**config.mk**
```make
export PLATFORM = sky130hd
export DESIGN_NAME = aei_top
export DESIGN_NICKNAME = d
export VERILOG_FILES = /design/src/hdl/aei_pkg.sv /design/src/hdl/aei_top.sv
export SDC_FILE = /design/constraint.sdc
export NUM_CORES = 1
export LEC_CHECK = 0
export BUFFER_PORTS_ARGS = -buffer_cell sky130_fd_sc_hd__buf_4
export CORE_MARGIN = 3
export CORE_UTILIZATION = 40
export CTS_CLUSTER_SIZE = 24
export DETAILED_ROUTE_END_ITERATION = 10
export HOLD_SLACK_MARGIN = 0.15
export PLACE_DENSITY = 0.61
export SYNTH_ARGS = -nofsm -noshare
export SYNTH_HDL_FRONTEND = slang
export SYNTH_SLANG_ARGS = --single-unit
```
**constraint.sdc**
```tcl
create_clock -name aclk -period 3.6 [get_ports aclk]
set_clock_uncertainty 0.1 [all_clocks]
set_input_delay 0.72 -clock aclk [delete_from_list [all_inputs] [get_ports aclk]]
set_output_delay 0.72 -clock aclk [all_outputs]
set_load 0.02 [all_outputs]
```
**src/hdl/aei_pkg.sv**
```systemverilog
// Summary of operation
// - Mask register is write-only, sets interrupt mode, resets to all zeros.
// - Without bypass, mask bits 5..0 each enable one of six interrupts: five edges, bit0 count zero.
// - Any bypass bit high: pin carries chosen detector level, not interrupts.
// - Bypass code 00 none, 01 marker, 10 envelope, 11 blank tape.
// - Pin is active low for interrupts, active high for bypassed level.
// - Enabled event drives pin low until edge event register is read.
// - Later events before that read only set flags, no new pin activity.
// - Enabled events after the read raise a fresh interrupt.
// - Reading edge event register clears every flag it returned as set.
// - Edge register: bit7 coefficients active, bit6 test, bits5..0 events.
// - Live level register: bit2 blank, bit1 envelope, bit0 marker.
// - Marker high on marker found; blank means no signal; envelope one bit.
// - Detector info counts only in search mode at valid search speed.
// - Detector outputs lag the input by envelope periods, set upstream.
// - Count-zero event fires when the event counter has just reached zero.
// - 16-bit event counter loaded and read as two bytes, low first.
// - Search speed is two to the range, times 51.2 over value.
// - Search register: bit7 invalid, bits6..2 value, bits1..0 range.
// - Counter steps by one per envelope rise, up or down by direction.
// - Search mode processes only the auxiliary channel envelope.
package aei_pkg;

  // Register byte offsets
  localparam logic [7:0] OFS_MASK   = 8'h00;
  localparam logic [7:0] OFS_EDGE   = 8'h04;
  localparam logic [7:0] OFS_LIVE   = 8'h08;
  localparam logic [7:0] OFS_CNT_LO = 8'h0C;
  localparam logic [7:0] OFS_CNT_HI = 8'h10;
  localparam logic [7:0] OFS_SPEED  = 8'h14;
  localparam logic [7:0] OFS_EQCTL  = 8'h18;

  // Field positions
  localparam int unsigned MASK_BP_LSB = 6;
  localparam int unsigned EDGE_COEF_BANK_SWITCHED   = 7;
  localparam int unsigned EQ_DIR_BIT  = 2;
  localparam logic [1:0]  EQ_SEARCH   = 2'h1;

  // Bypass select codes
  localparam logic [1:0] BP_NONE  = 2'h0;
  localparam logic [1:0] BP_MARK  = 2'h1;
  localparam logic [1:0] BP_ENV   = 2'h2;
  localparam logic [1:0] BP_BLANK = 2'h3;

  // Reset values and bus answers
  localparam logic [7:0]  MASK_RST    = 8'h00;
  localparam logic [7:0]  EQCTL_RST   = 8'h00;
  localparam logic [15:0] CNT_RST     = 16'h0000;
  localparam logic [1:0]  RESP_OKAY   = 2'h0;
  localparam logic [1:0]  RESP_SLVERR = 2'h2;

  // Detector levels, in live level register order
  typedef struct packed {
    logic blank;
    logic env;
    logic marker;
  } aei_det_t;

  // Speed measurement, in search rate register order
  typedef struct packed {
    logic       invalid;
    logic [4:0] value;
    logic [1:0] range;
  } aei_speed_t;

  // One-hot register select
  typedef struct packed {
    logic mask;
    logic edge_ev;
    logic live;
    logic cnt_lo;
    logic cnt_hi;
    logic speed;
    logic eqctl;
  } aei_sel_t;

  typedef enum logic [1:0] {
    RD_IDLE = 2'h1,
    RD_RESP = 2'h2
  } aei_rd_t;

  typedef struct packed {
    logic [7:0]  mask;
    logic [7:0]  eqctl;
    logic [7:0]  flags;
    logic        pending;
    logic [15:0] counter;
    logic [7:0]  lo_buf;
    logic [7:0]  hi_snap;
    aei_det_t    prev;
    aei_speed_t  speed;
    logic        irq_pin;
    logic        awready;
    logic        wready;
    logic        aw_held;
    logic        w_held;
    aei_sel_t    wsel;
    logic        wmapped;
    logic [7:0]  wdata;
    logic        wlane;
    logic        bvalid;
    logic [1:0]  bresp;
    logic        arready;
    aei_rd_t     rd;
    logic        rvalid;
    logic [7:0]  rdata;
    logic [1:0]  rresp;
  } aei_state_t;

endpackage

```
**src/hdl/aei_top.sv**
```systemverilog
`timescale 1ns/1ps
module aei_top #(
  parameter int unsigned ADDR_W = 8
) (
  // Clock and reset
  input  logic                  aclk,
  input  logic                  aresetn,
  // AXI4-Lite write address and data
  input  logic [ADDR_W-1:0]     awaddr,
  input  logic [2:0]            awprot,
  input  logic                  awvalid,
  output logic                  awready,
  input  logic [31:0]           wdata,
  input  logic [3:0]            wstrb,
  input  logic                  wvalid,
  output logic                  wready,
  // AXI4-Lite write response
  output logic [1:0]            bresp,
  output logic                  bvalid,
  input  logic                  bready,
  // AXI4-Lite read
  input  logic [ADDR_W-1:0]     araddr,
  input  logic [2:0]            arprot,
  input  logic                  arvalid,
  output logic                  arready,
  output logic [31:0]           rdata,
  output logic [1:0]            rresp,
  output logic                  rvalid,
  input  logic                  rready,
  // Envelope detector and speed measurement
  input  aei_pkg::aei_det_t     det_in,
  input  aei_pkg::aei_speed_t   speed_in,
  input  logic                  coef_bank_switched,
  // Equalizer control and interrupt pin
  output logic [1:0]            eq_mode,
  output logic                  irq_out_pin
);

  aei_pkg::aei_state_t st;
  aei_pkg::aei_state_t next_st;

  logic               aw_take;
  logic               w_take;
  logic               ar_take;
  logic               do_write;
  logic               info_valid;
  logic [2:0]         det_v;
  logic [2:0]         rise;
  logic [2:0]         fall;
  logic               cnt_step;
  logic [15:0]        cnt_next;
  logic               cnt_zero;
  logic [5:0]         ev;
  logic [1:0]         bypass;
  logic               edge_read;
  logic [7:0]         clr;
  aei_pkg::aei_sel_t  rsel;

  // Address decode, shared by both channels; unmapped gives all zero
  function automatic aei_pkg::aei_sel_t decode(
    input logic [ADDR_W-1:0] a
  );
    aei_pkg::aei_sel_t s;
    s.mask    = (a == ADDR_W'(aei_pkg::OFS_MASK));
    s.edge_ev = (a == ADDR_W'(aei_pkg::OFS_EDGE));
    s.live    = (a == ADDR_W'(aei_pkg::OFS_LIVE));
    s.cnt_lo  = (a == ADDR_W'(aei_pkg::OFS_CNT_LO));
    s.cnt_hi  = (a == ADDR_W'(aei_pkg::OFS_CNT_HI));
    s.speed   = (a == ADDR_W'(aei_pkg::OFS_SPEED));
    s.eqctl   = (a == ADDR_W'(aei_pkg::OFS_EQCTL));
    return s;
  endfunction

  // Detector level routed to the pin in bypass
  function automatic logic sel_level(
    input logic [1:0] bp,
    input logic [2:0] d
  );
    logic l;
    case (bp)
      aei_pkg::BP_MARK:  l = d[0];
      aei_pkg::BP_ENV:   l = d[1];
      aei_pkg::BP_BLANK: l = d[2];
      default:           l = 1'b1;
    endcase
    return l;
  endfunction

  // Event sources; edges need one registered copy of each level
  always_comb
  begin
    det_v      = det_in;
    // Envelope info only trusted in search mode at a valid speed
    info_valid = (st.eqctl[1:0] == aei_pkg::EQ_SEARCH)
                 && !speed_in.invalid;
    // One cycle of latency is far below an envelope period
    rise       = det_v & ~st.prev;
    fall       = ~det_v & st.prev;
    cnt_step   = info_valid & rise[1];
    if (st.eqctl[aei_pkg::EQ_DIR_BIT])
    begin
      cnt_next = st.counter + 16'h0001;
    end
    else
    begin
      cnt_next = st.counter - 16'h0001;
    end
    cnt_zero   = cnt_step & (cnt_next == 16'h0000);
    // Same order as the mask and flag bits
    ev         = {rise[2], rise[1], fall[1], rise[0], fall[0], 1'b0};
    ev         = (ev & {6{info_valid}}) | {5'h00, cnt_zero};
    ev         = ev & st.mask[5:0];
    bypass     = st.mask[aei_pkg::MASK_BP_LSB +: 2];
  end

  // Next state: bus slave, registers, flags and pin
  always_comb
  begin
    next_st   = st;
    aw_take   = awvalid & st.awready;
    w_take    = wvalid & st.wready;
    ar_take   = arvalid & st.arready;
    rsel      = decode(araddr);
    edge_read = ar_take & rsel.edge_ev;
    clr       = edge_read ? st.flags : 8'h00;
    next_st.prev  = det_v;
    next_st.speed = speed_in;

    // Write channel: address and data taken in either order
    if (aw_take)
    begin
      next_st.aw_held = 1'b1;
      next_st.wsel    = decode(awaddr);
      next_st.wmapped = (decode(awaddr) != '0);
    end
    if (w_take)
    begin
      next_st.w_held = 1'b1;
      next_st.wdata  = wdata[7:0];
      next_st.wlane  = wstrb[0];
    end
    if (st.bvalid && bready)
    begin
      next_st.bvalid = 1'b0;
    end
    do_write = next_st.aw_held & next_st.w_held & ~st.bvalid;
    if (do_write)
    begin
      next_st.aw_held = 1'b0;
      next_st.w_held  = 1'b0;
      next_st.bvalid  = 1'b1;
      next_st.bresp   = next_st.wmapped ? aei_pkg::RESP_OKAY
                                        : aei_pkg::RESP_SLVERR;
    end
    next_st.awready = ~next_st.aw_held & ~next_st.bvalid;
    next_st.wready  = ~next_st.w_held & ~next_st.bvalid;

    // Counter steps on envelope rises; a software load wins
    if (cnt_step)
    begin
      next_st.counter = cnt_next;
    end
    if (do_write && next_st.wlane)
    begin
      if (next_st.wsel.mask)
      begin
        // Assumes search mode was selected before this write
        next_st.mask = next_st.wdata;
      end
      if (next_st.wsel.eqctl)
      begin
        next_st.eqctl = next_st.wdata;
      end
      if (next_st.wsel.cnt_lo)
      begin
        next_st.lo_buf = next_st.wdata;
      end
      if (next_st.wsel.cnt_hi)
      begin
        next_st.counter = {next_st.wdata, st.lo_buf};
      end
    end

    // Read channel
    case (st.rd)
      aei_pkg::RD_IDLE:
      begin
        if (ar_take)
        begin
          next_st.rd      = aei_pkg::RD_RESP;
          next_st.arready = 1'b0;
          next_st.rvalid  = 1'b1;
          next_st.rresp   = (rsel != '0) ? aei_pkg::RESP_OKAY
                                         : aei_pkg::RESP_SLVERR;
          next_st.rdata   = 8'h00; // Mask register reads as zero
          if (rsel.edge_ev)
          begin
            next_st.rdata = st.flags;
          end
          if (rsel.live)
          begin
            next_st.rdata = {5'h00, det_v};
          end
          if (rsel.cnt_lo)
          begin
            // High byte frozen so the pair is coherent
            next_st.rdata   = st.counter[7:0];
            next_st.hi_snap = st.counter[15:8];
          end
          if (rsel.cnt_hi)
          begin
            next_st.rdata = st.hi_snap;
          end
          if (rsel.speed)
          begin
            next_st.rdata = st.speed;
          end
          if (rsel.eqctl)
          begin
            next_st.rdata = st.eqctl;
          end
        end
      end
      aei_pkg::RD_RESP:
      begin
        if (rready)
        begin
          next_st.rd      = aei_pkg::RD_IDLE;
          next_st.rvalid  = 1'b0;
          next_st.arready = 1'b1;
        end
      end
      default:
      begin
        next_st.rd      = aei_pkg::RD_IDLE;
        next_st.rvalid  = 1'b0;
        next_st.arready = 1'b1;
      end
    endcase

    // Flags: a new event wins over the clear of the same cycle
    next_st.flags = (st.flags & ~clr)
                    | {coef_bank_switched, 1'b0, ev};
    // Pending only gathers interrupts outside bypass
    next_st.pending = (st.pending & ~edge_read)
                      | ((|ev) & (bypass == aei_pkg::BP_NONE));
    if (bypass != aei_pkg::BP_NONE)
    begin
      next_st.irq_pin = sel_level(bypass, det_v);
    end
    else
    begin
      next_st.irq_pin = ~next_st.pending;
    end
  end

  // State register
  always_ff @(posedge aclk)
  begin
    if (!aresetn)
    begin
      st         <= '0;
      st.mask    <= aei_pkg::MASK_RST;
      st.eqctl   <= aei_pkg::EQCTL_RST;
      st.counter <= aei_pkg::CNT_RST;
      st.irq_pin <= 1'b1;
      st.awready <= 1'b1;
      st.wready  <= 1'b1;
      st.arready <= 1'b1;
      st.rd      <= aei_pkg::RD_IDLE;
    end
    else
    begin
      st <= next_st;
    end
  end

  // Outputs straight from state
  assign awready     = st.awready;
  assign wready      = st.wready;
  assign bvalid      = st.bvalid;
  assign bresp       = st.bresp;
  assign arready     = st.arready;
  assign rvalid      = st.rvalid;
  assign rresp       = st.rresp;
  assign rdata       = {24'h000000, st.rdata};
  assign eq_mode     = st.eqctl[1:0];
  assign irq_out_pin = st.irq_pin;
endmodule // aei_top
```
==> results.md, run 1 <==
- Core area: 12700 µm²
- Flop-to-flop setup slack: ~0.24 ns
- Nets: ~720
- Hold buffer count at CTS: 0
- Reg area: around 2000 µm²
- CP max FO: 15
- H-tree depth: 3
- Leak: around 2.6 nW
- ANT nets after route: 0
- GRT Total Usage: 0.179
- Drt pass-1 iters: 5
- Worst-Margin Slew: between 0.6 and 0.7 ns
- Post-CTS Setup Bufs: 0
- Worst Hold Depth: 2
- Main flop type after synthesis: dfxtp_1
- CP endpoint kind: register
- Crit path kind: register to register
- Fin Setup TNS: 0 ns
- P per Cell Area: 421 nW/µm²
- Cell Chain, Critical Path: inv_1 -> ha_1 -> and2b_1 -> o211a_1 -> nor4b_2 -> or4_1 -> o2111ai_1 -> nor3_2 -> nand3_2 -> a311o_1
- CP endpoint: irq_out_pin$_SDFF_PN1_
- Initial Util: 0.413
- GP Congestion: between 0.9 and 1
- Clock Sinks: 100
- Number of port buffers: 61
- Worst EP required: approximately 3.7 ns
- Flop pwr share: 0.463
- Via density per instance: approximately 5.4
- Hold Crit Class: register to register
- Tmin final: 3.36 ns
- Critical Path Source Type: register
- HPWL Detailed: roughly 9600 µm
- CTS Buffer Depth: 2
- RSZ-0062 raised after global routing: false
- DRC viols: 0
- TritonCTS Buffers: 9
- Post-CTS sizing: 0
- Layout fillers: around 1200
- NetSw: around 0.63 mW
- Routed WL: approximately 13000 µm
- Cell family with most CP delay: simple AND/OR/NAND/NOR gates
- R2R Path Start: st[93]$_SDFFE_PN0P_
- Int Power: between 1.5 and 2 mW
- Status: finished, final reports clean
- Final Setup Violations: 0
- CP startpoint: st[93]$_SDFFE_PN0P_
- Utilization after layout: 0.471
- WL per Instance: around 16 µm
- Die Wd: about 120 µm
- Max transition margin: 0.564
- Largest net degree at the start of global routing: 33
- Die area: between 10000 and 15000 µm²
- CTS clock-pin slew for the worst setup and hold paths: about 0.070 ns
- Initial antenna violation count: 0
- # rows: just over 40
- Avg Cell Area, Syn: between 8 and 9 µm²
- Slowest stage delay, CP: 0.46 ns
- Max cap viols: 0
- Fin. max-slew vios: 0
- Clock share of power: 0.416
- R2r endpoint: irq_out_pin$_SDFF_PN1_
- Multi-input gate area: 2910 µm²
- WP buf/inv: 1
- Fmax: roughly 0.3 GHz
- Crit path depth: 10
- EDFF count, synth: 0
- Comb pwr share: 0.121
- IO Pins: roughly 120
- Max VDD drop: between 0.2 and 0.25 mV
- Layout cell share with drive strength beyond 1: 0.179
- Fin crit share: 0.933
- Layout overhead on the synthesized area: 13.9%
- Synthesized area: approximately 5300 µm²
- Critical-path top delay cell: dfxtp_1
- Syn Inst Count: ~590
- Via count: 4300
- Die Ht: 121 µm
- Seq/Total Area, Yosys: 0.381
- Vias in the first global route: 3943
- GRT overflow: 0
- Cell variety after synth: 70
- Worst-case reg-to-reg path depth: 10
- WP data arrival: 3.48 ns
- TritonCTS clock tree: built
- CTS Root Cell: clkbuf_16
- Final antenna diode count: 0
- Synth Warn #: 0
- Clk_lat worst skew: about 0.34 ns
- Asr flop ratio synth: 0
- Final Hold Fails: 0
- Sw Ratio: 0.249
- Synth Register Bits: 100
- First-pass GRT wire length: between 20000 and 25000 µm
- Starting DRC count in detailed routing: 350
==> worst reg2reg max path: stages, from the launching register on <==
cell and delay [ns]:
dfxtp_1 0.46, inv_1 0.32, ha_1 0.44, and2b_1 0.21, o211a_1 0.27, nor4b_2 0.36
or4_1 0.19, o2111ai_1 0.19, nor3_2 0.24, nand3_2 0.13, a311o_1 0.34
==> sequential cells by signal, indices dropped and copies added, names as in the netlist <==
name         cells
st              82
rdata            8
bypass           2
eq_mode          2
awready          1
bresp            1
bvalid           1
irq_out_pin      1
rresp            1
wready           1
==> stage by stage <==
step	hold slack, ns	instance area (µm²)	power [mW]	setup WS, ns	instances
4_1_cts	0.357	5990	2.54	0.286	802
3_5_place_dp	0.348	5660	1.50	0.309	786
6_report	0.355	5990	2.52	0.243	802
2_1_floorplan	0.334	5350	1.40	0.836	614
3_3_place_gp	0.340	5660	1.49	0.331	786
5_1_grt	0.390	5990	2.62	0.0544	802
==> cells in the mapped netlist, drive strengths merged, types with 9 or more instances <==
master,instances,area share
a211oi,15,0.025
a21oi,35,0.036
a31oi,9,0.011
and2,21,0.025
buf,45,0.062
clkbuf,21,0.015
dfxtp,100,0.38
ha,15,0.036
inv,10,0.0071
mux2,14,0.030
mux2i,47,0.089
nand2,35,0.025
nor2,84,0.060
nor3,11,0.012
o21ai,17,0.016
xor2,9,0.015
==> logic make-up after synthesis <==
family	count (synthesis)	synth area share
xor gates and xnor gates	13	0.0217
AOI/OAI and AO/OA	118	0.159
DFF	100	0.381
and+or+nand+nor	203	0.195
buffers and inverters	77	0.0845
muxes	61	0.119
adders and majority gates	16	0.0395
other	1	0.000713
==> worst min-delay path by stage <==
stage | slack, ns | from | endpoint
floorplan | 0.33 | st[83]$_SDFF_PN0_ | st[83]$_SDFF_PN0_
global placement | 0.34 | st[85]$_SDFF_PN0_ | st[85]$_SDFF_PN0_
detailed placement | 0.35 | st[83]$_SDFF_PN0_ | st[83]$_SDFF_PN0_
CTS | 0.36 | st[83]$_SDFF_PN0_ | st[83]$_SDFF_PN0_
global route | 0.39 | st[89]$_SDFF_PN0_ | st[89]$_SDFF_PN0_
finish | 0.35 | st[83]$_SDFF_PN0_ | st[83]$_SDFF_PN0_
==> layout make-up <==
type	instances	area share
clock inverters	5	0.0142
clock buffers	11	0.0405
inverters	11	0.00690
repair buffers	66	0.0828
flip-flops and latches	100	0.334
multi-input cells	437	0.485
well taps	172	0.0359
==> layout by cell type (no fill, tap or decap), drive strengths merged, types with 3 or more instances in the layout <==
master  instances
mux2           14
xor2            9
a22oi           5
o21ai          17
dfxtp         100
xnor2           4
or2             5
buf            66
inv            10
a31oi           9
a211oi         15
nor3           11
nand4b          4
and3            3
o211ai          4
conb           26
clkinv          3
nand3           7
nor2           84
nand4           5
ha             15
a221oi          8
a21oi          35
nor3b           5
and2           21
a311oi          3
a21o            5
a311o           3
clkbuf         11
nand2          35
nor4            3
nand2b          8
mux2i          47
or3             3
==> metal layers <==
layer,up-vias,wire length (µm),track usage
met4,0,165,0.0489
met3,15,731,0.0430
met5,-,0,0
li1,2103,-,-
met2,129,6040,0.288
met1,2053,6080,0.241
==> power by group through the flow <==
stage	Combinational (mW)	Clock, mW	Sequential, mW
2_1_floorplan	0.200	0	1.20
3_5_place_dp	0.306	0	1.19
4_1_cts	0.307	1.07	1.17
5_1_grt	0.333	1.11	1.17
3_3_place_gp	0.302	0	1.19
6_report	0.305	1.05	1.17
No activity file was read; power rests on OpenSTA's default activity.
==> run 2, diff against run 1 <==
Settings changed: CORE_ASPECT_RATIO from default to 1.2, CTS_BUF_LIST from default to sky130_fd_sc_hd__clkbuf_4 sky130_fd_sc_hd__clkbuf_8.
==> run 2 against run 1 <==
Net effect: sequential power is essentially flat; non-clock buffer count stayed put; clock power down 29%; power decreased by 12%; routed wire length shrank 0.29%; critical path type unchanged; largest cell class unchanged; largest power group unchanged.
==> results.md, run 2 (synthesis gave the netlist of run 1 again) <==
- R2R Path Start: st[93]$_SDFFE_PN0P_ (unchanged)
- CTS clock-pin slew for the worst setup and hold paths: 0.10 ns (was 0.07 ns)
- Vias in the first global route: 4023 (was 3943)
- RSZ-0062 raised after global routing: false (unchanged)
- Die Ht: 132 µm (was 121 µm)
- Flop pwr share: 0.529 (was 0.463)
- Status: finished, final reports clean (unchanged)
- Most frequent cells in the layout: 100 x dfxtp_1, 83 x nor2_1, 66 x buf_4 (unchanged)
- Max VDD drop: 0.205 mV (was 0.224 mV)
- Clk_lat worst skew: 0.37 ns (was 0.34 ns)
- Critical Path Source Type: register (unchanged)
- CTS Root Cell: clkbuf_8 (was clkbuf_16)
- Grt met2 use: 0.303 (was 0.288)
- First-pass GRT wire length: 21100 µm (was 20600 µm)
- IO Pins: 121 (unchanged)
- Non-filler cells, final: 794 (was 802)
- # rows: 45 (was 41)
- Drt pass-1 iters: 5 (unchanged)
- Fmax: 0.300 GHz (was 0.298 GHz)
- TritonCTS clock tree: built (unchanged)
- GRT Total Usage: 0.177 (was 0.179)
- Nets: 718 (unchanged)
- CTS Buffer Depth: 2 (unchanged)
- Comb pwr share: 0.135 (was 0.121)
- Worst EP required: 3.75 ns (was 3.73 ns)
- Leak: 2.52 nW (was 2.58 nW)
- Post-CTS sizing: 0 (unchanged)
- Initial antenna violation count: 0 (unchanged)
- GP Congestion: 0.859 (was 0.902)
- Initial Util: 0.411 (was 0.413)
- Sw Ratio: 0.278 (was 0.249)
- Via density per instance: 5.37 (was 5.36)
- Global-route met1 utilization: 0.225 (was 0.241)
- WP data arrival: 3.49 ns (was 3.48 ns)
- Final Setup Violations: 0 (unchanged)
- Hold buffer count at CTS: 0 (unchanged)
- Die Wd: 111 µm (was 121 µm)
- Fin. max-slew vios: 0 (unchanged)
- Worst-case reg-to-reg path depth: 10 (unchanged)
- ANT nets after route: 0 (unchanged)
- Crit path kind: register to register (unchanged)
- Busiest layer in global routing: met2 (unchanged)
- WL per Instance: 16.3 µm (was 16.2 µm)
- Fin crit share: 0.927 (was 0.933)
- Core area: 12800 µm² (was 12700 µm²)
- P per Cell Area: 377 nW/µm² (was 421 nW/µm²)
- Tmin final: 3.34 ns (was 3.36 ns)
- TritonCTS Buffers: 9 (unchanged)
- H-tree depth: 3 (unchanged)
- Int Power: 1.59 mW (was 1.89 mW)
- Starting DRC count in detailed routing: 274 (was 350)
- Routed WL: 13000 µm (about the same)
- Number of port buffers: 61 (unchanged)
- Max cap viols: 0 (unchanged)
- Post-CTS Setup Bufs: 0 (unchanged)
- Final antenna diode count: 0 (unchanged)
- Layout overhead on the synthesized area: 11.4% (was 13.9%)
- Hold Slack: 0.360 ns (was 0.355 ns)
- Largest net degree at the start of global routing: 70 (was 33)
- CP endpoint kind: register (unchanged)
- Via count: 4261 (was 4300)
- HPWL Detailed: 9720 µm (was 9630 µm)
- Die area: 14600 µm² (about the same)
- DRC viols: 0 (unchanged)
- Met3 usage: 0.0161 (was 0.0430)
- Fin Setup TNS: 0 ns (unchanged)
- GRT overflow: 0 (unchanged)
- Most common cell after layout, fill and taps aside: dfxtp_1 (unchanged)
- Max FFs per register: 82 (unchanged)
- Worst-Margin Slew: 0.740 ns (was 0.653 ns)
- CP max FO: 15 (unchanged)
- Hold Crit Class: register to register (unchanged)
- Worst Hold Depth: 2 (unchanged)
- CP startpoint: st[93]$_SDFFE_PN0P_ (unchanged)
- Reg with most FFs: st (unchanged)
- R2r endpoint: irq_out_pin$_SDFF_PN1_ (unchanged)
- Clock share of power: 0.336 (was 0.416)
- CP endpoint: irq_out_pin$_SDFF_PN1_ (unchanged)
- NetSw: 0.613 mW (was 0.628 mW)
- Max transition margin: 0.507 (was 0.564)
- Flop-to-flop setup slack: 0.26 ns (was 0.24 ns)
- Layout cell share with drive strength beyond 1: 0.181 (was 0.179)
- Tot Pwr: 2.21 mW (was 2.52 mW)
- Placed cells: 778 (was 786)
- Clock Sinks: 100 (unchanged)
- Final Hold Fails: 0 (unchanged)
## run 2: routing by layer
metal / share of wire / wire (µm)
met5: 0 / 0
met4: 0.026 / 339
met3: 0.035 / 452
met2: 0.51 / 6560
met1: 0.43 / 5630
## run 2: power groups by stage
stage | registers, mW | logic (mW) | clock network, mW
after global placement | 1.19 | 0.296 | 0
after detailed placement | 1.19 | 0.301 | 0
after floorplan | 1.20 | 0.200 | 0
final | 1.17 | 0.298 | 0.742
after CTS | 1.17 | 0.301 | 0.760
after global routing | 1.17 | 0.325 | 0.805
## run 2: cell type report
cell class                 count  area, µm²
clock inverter                 7       82.6
sequential                   100       2000
inverter                      11       41.3
fill                        1201       6930
clock buffer                   9        124
multi-input combinational    437       2910
tap                          164        205
timing repair buffer          66        495
## run 2: metrics by stage
step                      setup WS (ns)  utilization  area, µm²
after global routing             0.0318        0.458       5860
after CTS                         0.263        0.458       5860
after floorplan                   0.836            -       5350
final                             0.263        0.458       5860
after detailed placement          0.266        0.442       5650
after global placement            0.330        0.442       5650
## run 2: critical path, cell delays in order (launching register included)
cell and delay (ns):
dfxtp_1 0.45, inv_1 0.32, ha_1 0.48, a211oi_2 0.26, nor2_2 0.11, nor4b_2 0.40, or4_1 0.18, o2111ai_1 0.18
nor3_2 0.25, nand3_2 0.13, a311o_1 0.35
## run 2: worst min path at each step
stage / startpoint / endpoint
5_1_grt: st[84]$_SDFF_PN0_ / st[84]$_SDFF_PN0_
2_1_floorplan: st[83]$_SDFF_PN0_ / st[83]$_SDFF_PN0_
3_3_place_gp: st[83]$_SDFF_PN0_ / st[83]$_SDFF_PN0_
6_report: st[83]$_SDFF_PN0_ / st[83]$_SDFF_PN0_
4_1_cts: st[84]$_SDFF_PN0_ / st[84]$_SDFF_PN0_
3_5_place_dp: st[84]$_SDFF_PN0_ / st[84]$_SDFF_PN0_
